## config.mk

```make
export PLATFORM = sky130hd
export DESIGN_NAME = orv_top
export DESIGN_NICKNAME = d
export VERILOG_FILES = /design/src/hdl/orv_pkg.sv /design/src/hdl/orv_top.sv
export SDC_FILE = /design/constraint.sdc
export NUM_CORES = 1
export LEC_CHECK = 0
export BUFFER_PORTS_ARGS = -buffer_cell sky130_fd_sc_hd__buf_2
export CORE_MARGIN = 5
export CORE_UTILIZATION = 52
export DETAILED_ROUTE_END_ITERATION = 8
export GPL_ROUTABILITY_DRIVEN = 0
export HOLD_SLACK_MARGIN = 0.03
export PLACE_DENSITY = 0.79
export SYNTH_ARGS = -nofsm -noshare
export SYNTH_HDL_FRONTEND = slang
export SYNTH_SLANG_ARGS = --single-unit
export TNS_END_PERCENT = 20
```

## constraint.sdc

```tcl
create_clock -name clk_sys -period 4.8 [get_ports clk_sys]
set_clock_uncertainty 0.15 [all_clocks]
set_input_delay 0 -clock clk_sys [delete_from_list [all_inputs] [get_ports clk_sys]]
set_output_delay 0 -clock clk_sys [all_outputs]
set_load 0.05 [all_outputs]
```

## src/hdl/orv_pkg.sv

```systemverilog
// Package for the output reference and overvoltage setup block.
// Assumes a 50 MHz system clock and a classic Wishbone slave port.
package orv_pkg;

  // ==========================================================
  // Bus layout
  localparam int ADR_W = 18;
  localparam int IDX_W = 16;
  localparam int DAT_W = 32;
  localparam int SEL_W = 4;
  localparam int REG_W = 8;

  typedef struct packed {
    logic cyc;
    logic stb;
    logic we;
    logic [ADR_W-1:0] adr;
    logic [SEL_W-1:0] sel;
    logic [DAT_W-1:0] dat;
  } orv_wb_req_t;

  // ==========================================================
  // Register indices; byte address is four times the index
  localparam logic [IDX_W-1:0] IDX_REF_HIGH_A = 16'hFE22;
  localparam logic [IDX_W-1:0] IDX_REF_HIGH_B = 16'hFE23;
  localparam logic [IDX_W-1:0] IDX_REF_LOW_A = 16'hFE24;
  localparam logic [IDX_W-1:0] IDX_REF_LOW_B = 16'hFE25;
  localparam logic [IDX_W-1:0] IDX_GUARD_A = 16'hFE26;
  localparam logic [IDX_W-1:0] IDX_IRQ_STATUS = 16'hFF00;
  localparam logic [IDX_W-1:0] IDX_IRQ_MASK = 16'hFF01;

  localparam logic [REG_W-1:0] RST_REG = 8'h00;

  // ==========================================================
  // Fields
  localparam int REF_W = 12;
  localparam int LOW_W = 4;
  localparam int THR_W = 6;
  localparam int DEB_LSB = 6;
  localparam int DEB_MSB = 7;
  localparam int IRQ_OVP_BIT = 0;
  localparam int NCH = 2;

  typedef enum logic [1:0] {
    DEB_NONE,
    DEB_SHORT,
    DEB_MID,
    DEB_LONG
  } orv_deb_t;

  // ==========================================================
  // Timing
  localparam int CLK_NS = 20;
  localparam int DEB_SHORT_NS = 960;
  localparam int DEB_MID_NS = 2240;
  localparam int DEB_LONG_NS = 8000;
  localparam int CNT_W = 9;
  localparam logic [CNT_W-1:0] DEB_SHORT_CYC = CNT_W'((DEB_SHORT_NS + CLK_NS - 1) / CLK_NS);
  localparam logic [CNT_W-1:0] DEB_MID_CYC = CNT_W'((DEB_MID_NS + CLK_NS - 1) / CLK_NS);
  localparam logic [CNT_W-1:0] DEB_LONG_CYC = CNT_W'((DEB_LONG_NS + CLK_NS - 1) / CLK_NS);

endpackage

```

## src/hdl/orv_top.sv

```systemverilog
// Output reference assembly, simple regulation loop and first-channel
// overvoltage guard setup, with a classic Wishbone register slave.
// Assumes ADC results arrive on clk_sys; the comparator output is a pin.
//
// Function
// - First channel reference is its MSB register above low register bits 3:0.
// - Second channel reference is its MSB register above low register bits 3:0.
// - Loop drives each channel until its sense ADC result equals its reference.
// - Overvoltage flag debounce select 00 none, 01 0.96us, 10 2.24us, 11 8us.
// - Six-bit comparator threshold code, 0.75 V plus 11.904 mV per step.
// - Upper eight reference bits come from a separate MSB register per channel.
//
// Register access over Wishbone is this design's own decision.
`timescale 1ns/1ns
`default_nettype none

module orv_top (
  input wire logic clk_sys,
  input wire logic rst_n,
  input wire orv_pkg::orv_wb_req_t wb_req,
  output logic [orv_pkg::DAT_W-1:0] wb_dat_o,
  output logic wb_ack_o,
  input wire logic [orv_pkg::REF_W-1:0] adc_a,
  input wire logic [orv_pkg::REF_W-1:0] adc_b,
  output logic [orv_pkg::REF_W-1:0] ref_a,
  output logic [orv_pkg::REF_W-1:0] ref_b,
  output logic [orv_pkg::REF_W-1:0] drive_a,
  output logic [orv_pkg::REF_W-1:0] drive_b,
  output logic [orv_pkg::THR_W-1:0] ovp_thr_a,
  input wire logic ovp_cmp_a,
  output logic ovp_flag_a,
  output logic irq
);
  import orv_pkg::*;

  // ==========================================================
  // Bus slave
  logic ack_ff, nxt_ack;
  logic [DAT_W-1:0] rdat_ff, nxt_rdat;
  logic [REG_W-1:0] high_ff [NCH];
  logic [REG_W-1:0] low_ff [NCH];
  logic [REG_W-1:0] ovp_ff, stat_ff, mask_ff;
  logic [REG_W-1:0] nxt_high [NCH];
  logic [REG_W-1:0] nxt_low [NCH];
  logic [REG_W-1:0] nxt_ovp, nxt_stat, nxt_mask;
  logic [IDX_W-1:0] idx;
  logic req, wr;
  logic [REG_W-1:0] wdat;
  logic flag_ff;
  logic flag_rise;

  assign idx = wb_req.adr[ADR_W-1:2];
  // One request per handshake; ack falls the cycle after it rose
  assign req = wb_req.cyc && wb_req.stb && !ack_ff;
  // Write lands at the edge where the master samples ack, never earlier
  assign wr = wb_req.cyc && wb_req.stb && ack_ff && wb_req.we && wb_req.sel[0];
  assign wdat = wb_req.dat[REG_W-1:0];

  always_comb begin
    nxt_ack = req;
    nxt_rdat = rdat_ff;
    nxt_high = high_ff;
    nxt_low = low_ff;
    nxt_ovp = ovp_ff;
    nxt_mask = mask_ff;
    // Set wins over a same-cycle write-one clear
    nxt_stat = stat_ff;
    if (wr && idx == IDX_IRQ_STATUS) begin
      nxt_stat = stat_ff & ~wdat;
    end
    if (flag_rise) begin
      nxt_stat[IRQ_OVP_BIT] = 1'b1;
    end
    if (req) begin
      nxt_rdat = '0;
      case (idx)
        IDX_REF_HIGH_A: nxt_rdat[REG_W-1:0] = high_ff[0];
        IDX_REF_HIGH_B: nxt_rdat[REG_W-1:0] = high_ff[1];
        IDX_REF_LOW_A: nxt_rdat[REG_W-1:0] = low_ff[0];
        IDX_REF_LOW_B: nxt_rdat[REG_W-1:0] = low_ff[1];
        IDX_GUARD_A: nxt_rdat[REG_W-1:0] = ovp_ff;
        IDX_IRQ_STATUS: nxt_rdat[REG_W-1:0] = stat_ff;
        IDX_IRQ_MASK: nxt_rdat[REG_W-1:0] = mask_ff;
        default: nxt_rdat = '0;
      endcase
    end
    if (wr) begin
      case (idx)
        IDX_REF_HIGH_A: nxt_high[0] = wdat;
        IDX_REF_HIGH_B: nxt_high[1] = wdat;
        IDX_REF_LOW_A: nxt_low[0] = wdat;
        IDX_REF_LOW_B: nxt_low[1] = wdat;
        IDX_GUARD_A: nxt_ovp = wdat;
        IDX_IRQ_MASK: nxt_mask = wdat;
        default: nxt_mask = mask_ff;
      endcase
    end
  end

  always_ff @(posedge clk_sys) begin
    if (!rst_n) begin
      ack_ff <= 1'b0;
      rdat_ff <= '0;
      high_ff <= '{default: RST_REG};
      low_ff <= '{default: RST_REG};
      ovp_ff <= RST_REG;
      stat_ff <= RST_REG;
      mask_ff <= RST_REG;
    end else begin
      ack_ff <= nxt_ack;
      rdat_ff <= nxt_rdat;
      high_ff <= nxt_high;
      low_ff <= nxt_low;
      ovp_ff <= nxt_ovp;
      stat_ff <= nxt_stat;
      mask_ff <= nxt_mask;
    end
  end

  assign wb_ack_o = ack_ff;
  assign wb_dat_o = rdat_ff;
  assign irq = |(stat_ff & mask_ff);

  // ==========================================================
  // Reference assembly and regulation
  // Reserved low bits 7:4 are left out of the join on purpose
  logic [REF_W-1:0] ref_w [NCH];
  logic [REF_W-1:0] adc_w [NCH];
  logic [REF_W-1:0] duty_ff [NCH];
  logic [REF_W-1:0] nxt_duty [NCH];

  assign adc_w[0] = adc_a;
  assign adc_w[1] = adc_b;

  genvar c;
  generate
    for (c = 0; c < NCH; c++) begin : g_ch
      assign ref_w[c] = {high_ff[c], low_ff[c][LOW_W-1:0]};
      // Integrating step of one code per cycle: slow, and overshoots by one code when the sense result lags a cycle
      always_comb begin
        nxt_duty[c] = duty_ff[c];
        if (adc_w[c] < ref_w[c] && duty_ff[c] != '1) begin
          nxt_duty[c] = duty_ff[c] + 1'b1;
        end else if (adc_w[c] > ref_w[c] && duty_ff[c] != '0) begin
          nxt_duty[c] = duty_ff[c] - 1'b1;
        end
      end
      always_ff @(posedge clk_sys) begin
        if (!rst_n) begin
          duty_ff[c] <= '0;
        end else begin
          duty_ff[c] <= nxt_duty[c];
        end
      end
    end
  endgenerate

  assign ref_a = ref_w[0];
  assign ref_b = ref_w[1];
  assign drive_a = duty_ff[0];
  assign drive_b = duty_ff[1];

  // ==========================================================
  // Overvoltage guard: threshold and flag debounce
  logic [2:0] sync_ff, nxt_sync;
  logic lvl_ff, nxt_lvl;
  logic [CNT_W-1:0] cnt_ff, nxt_cnt, deb_lim;
  logic nxt_flag;
  orv_deb_t deb_sel;

  assign ovp_thr_a = ovp_ff[THR_W-1:0];
  assign deb_sel = orv_deb_t'(ovp_ff[DEB_MSB:DEB_LSB]);

  always_comb begin
    case (deb_sel)
      DEB_SHORT: deb_lim = DEB_SHORT_CYC;
      DEB_MID: deb_lim = DEB_MID_CYC;
      DEB_LONG: deb_lim = DEB_LONG_CYC;
      default: deb_lim = '0;
    endcase
  end

  always_comb begin
    nxt_sync = {sync_ff[1:0], ovp_cmp_a};
    // Stage one feeds only stage two; level moves when two and three agree
    nxt_lvl = (sync_ff[1] == sync_ff[2]) ? sync_ff[2] : lvl_ff;
    nxt_cnt = '0;
    if (lvl_ff) begin
      nxt_cnt = (cnt_ff >= deb_lim) ? deb_lim : cnt_ff + 1'b1;
    end
    nxt_flag = lvl_ff && (nxt_cnt >= deb_lim);
  end

  always_ff @(posedge clk_sys) begin
    if (!rst_n) begin
      sync_ff <= '0;
      lvl_ff <= 1'b0;
      cnt_ff <= '0;
      flag_ff <= 1'b0;
    end else begin
      sync_ff <= nxt_sync;
      lvl_ff <= nxt_lvl;
      cnt_ff <= nxt_cnt;
      flag_ff <= nxt_flag;
    end
  end

  assign flag_rise = nxt_flag && !flag_ff;
  assign ovp_flag_a = flag_ff;
endmodule

`default_nettype wire

```

==> reports/summary.txt <==
outcome -> complete, no violations
Overall Global Routing Usage -> 21.87%
die width -> 121.1 µm
area growth from synthesis to layout -> 16.06%
Lkg Pwr -> 0.003427 µW
DRT antenna net count -> 0
DRT iter0 DRCs -> 361
Synth Area in Compound Gates -> 12.94%
max-capacitance violation count -> 0
CP endpoint kind -> flop
number of global-route vias before repair -> 5204
DPL Wire Length -> 12120 µm
ANT cells -> 0
register area share after synthesis -> 32.12%
Vias/cell -> 5.465
prevailing post-synth register cell -> dfxtp_1
clock slew at reported path FFs -> 0.08 ns
adder-cell share of the synthesized area -> 12.12%
Core Area -> 0.01206 mm²
Resized Gates After CTS -> 0
Sinks on Clock Net -> 103
Power, Total -> 3009 µW
final-report setup violation count -> 0
HP Class -> input port to flop
Req. time, crit path -> 4.92 ns
Synth Area in Simple Gates -> 19.08%
DR pass1 iterations -> 5
DRC errors left -> 0
slew margin rel. -> 26.63%
crit path kind -> flop to flop
Power Density -> 403.8 mW/mm²
final worst path period share -> 82.60%
Syn Area/Cell -> 8.687 µm²
worst slew pin tran -> 1.096 ns
row cnt -> 40
via total after detailed routing -> 5623
Synth Instances -> 739
Pins Over Slew Limit -> 0
xor/xnor share of the synthesized area -> 3.411%
commonest non-fill, non-tap cell in the layout -> buf_2
Die Area -> 0.01467 mm²
WL/cell -> 15.76 µm
die height -> 121.1 µm
final wirelength -> 16220 µm
share of layout cells above drive strength 1 -> 17.19%
# IOs -> 173
Max Clk Rate -> 252.2 MHz
largest net degree at the start of global routing -> 75
initial antenna violation count -> 0
first-pass GRT wire length -> 25740 µm
most frequent cells in the layout -> buf_2 (119), dfxtp_1 (103), nor2_1 (89), mux2i_1 (76), ha_1 (59)
Clock Latency Late Sink -> 0.35 ns
total CTS buffers -> 9
largest family of logic cells by synthesized area -> simple AND/OR/NAND/NOR gates
Remaining Overflow, GRT -> 0
maximum clock path buffer count -> 2
Yosys Warn Count -> 0
proportion of synthesized area in mux cells -> 11.85%
Root Driver -> clkbuf_16
unrepaired setup endpoints after global routing -> false
Hold Vio Cnt, Final -> 0
TritonCTS clock tree -> done
VDD IR max -> 495.6 µV
fin crit period -> 3.965 ns
final setup TNS -> 0 ns
Worst Setup Start Kind -> flop
Initial Util -> 53.23%
EDFF count, synth -> 0
Mapped Area -> 0.006420 mm²
htree depth -> 3
crit path DAT -> 4.09 ns
port bufs -> 119
#FFs+latches synth -> 103
post-synth cell types -> 57
ys async rst share -> 0%
Total Nets Final -> 1001
Max FO, Critical Path -> 11
registers in the layout, indices dropped and copies added (netlist names):
name / cells
duty_ff: 24
low_ff: 8
stat_ff: 8
ref_a: 12
ref_b: 12
wb_ack_o: 1
wb_dat_o: 8
lvl_ff: 1
cnt_ff: 9
ovp_ff: 8
sync_ff: 3
mask_ff: 8
ovp_flag_a: 1
per-stage QoR:
step	hold slack, ns	setup WS [ns]	instances	util, %	cell area [µm²]
after floorplan	-0.06296	0.9699	762	-	6506
after global placement	0.05948	0.8753	992	57.63	6952
after detailed placement	0.06646	0.8361	992	57.63	6952
after CTS	0.08539	0.8178	1029	61.77	7451
after global routing	0.1623	0.4873	1029	61.77	7451
final	0.09265	0.8350	1029	61.77	7451
final timing paths:
kind                    end  cells past startpoint  startpoint  slack, ns
max reg2reg  duty_ff[1][10]                     14   ref_b[10]       0.83
max          duty_ff[1][10]                     14   ref_b[10]       0.83
min             wb_dat_o[3]                      6  wb_req[56]       0.09
min reg2reg      sync_ff[1]                      1  sync_ff[0]       0.28
final cells by class:
type,count,area (µm²)
Inverter,44,165.2
Clock buffer,10,229.0
Timing Repair Buffer,142,820.8
Multi-Input combinational cell,556,3904
Clock inverter,6,60.06
Fill cell,1056,4611
Sequential cell,103,2062
Tap cell,168,210.2
critical path: stages, from the launching register on:
cell and delay, ns:
dfxtp_1 0.40, inv_1 0.06, ha_1 0.28, a21o_1 0.18
a21oi_1 0.21, o21ai_1 0.12, nor3_1 0.46, inv_1 0.35
fa_1 0.50, a211oi_1 0.28, o21ai_0 0.15, a21oi_1 0.28
nand3_1 0.11, a41o_1 0.22, a21oi_1 0.13
power by group:
group	switching, µW	total [µW]	internal (µW)
registers	112	1050	936
logic	781	1240	463
clock network	351	717	366
cells in the mapped netlist, drive strengths merged, types with 12 or more instances:
library cell    n  area, µm²
nor2           89      334.1
inv            44      165.2
nand4          16      100.1
and3           12      75.07
o21ai          28      140.1
buf            44      319.0
nor3           16      107.6
xnor2          13      113.9
nand2          53      198.9
dfxtp         103       2062
ha             59      738.2
xor2           12      105.1
mux2i          76      760.7
nand3          13      65.06
clkbuf         15      56.30
a21oi          36      183.9
cell families after synthesis:
kind of cell             after synthesis
AND/OR/NAND/NOR                      242
adder cells (fa/ha/maj)               61
buffers and inverters                103
XOR/XNOR                              25
multiplexers                          76
flip-flops                           103
AO/OA/AOI/OAI                        128
other                                  1
layer usage:
| layer | GRT usage [%] | up-vias | share of wire (%) |
|---|---|---|---|
| met2 | 34.39 | 210 | 46 |
| met4 | 7.365 | 0 | 2.2 |
| li1 | - | 2807 | - |
| met5 | 0 | - | 0 |
| met1 | 29.77 | 2574 | 44 |
| met3 | 4.709 | 32 | 7.9 |
what timing repair did:
| item | in CTS | in global routing |
|---|---|---|
| hold endpoints to repair | 63 | 0 |
| buffers inserted | 0 | 0 |
| hold buffers | 21 | 0 |
Note: power is estimated with default switching activity, not from simulation.
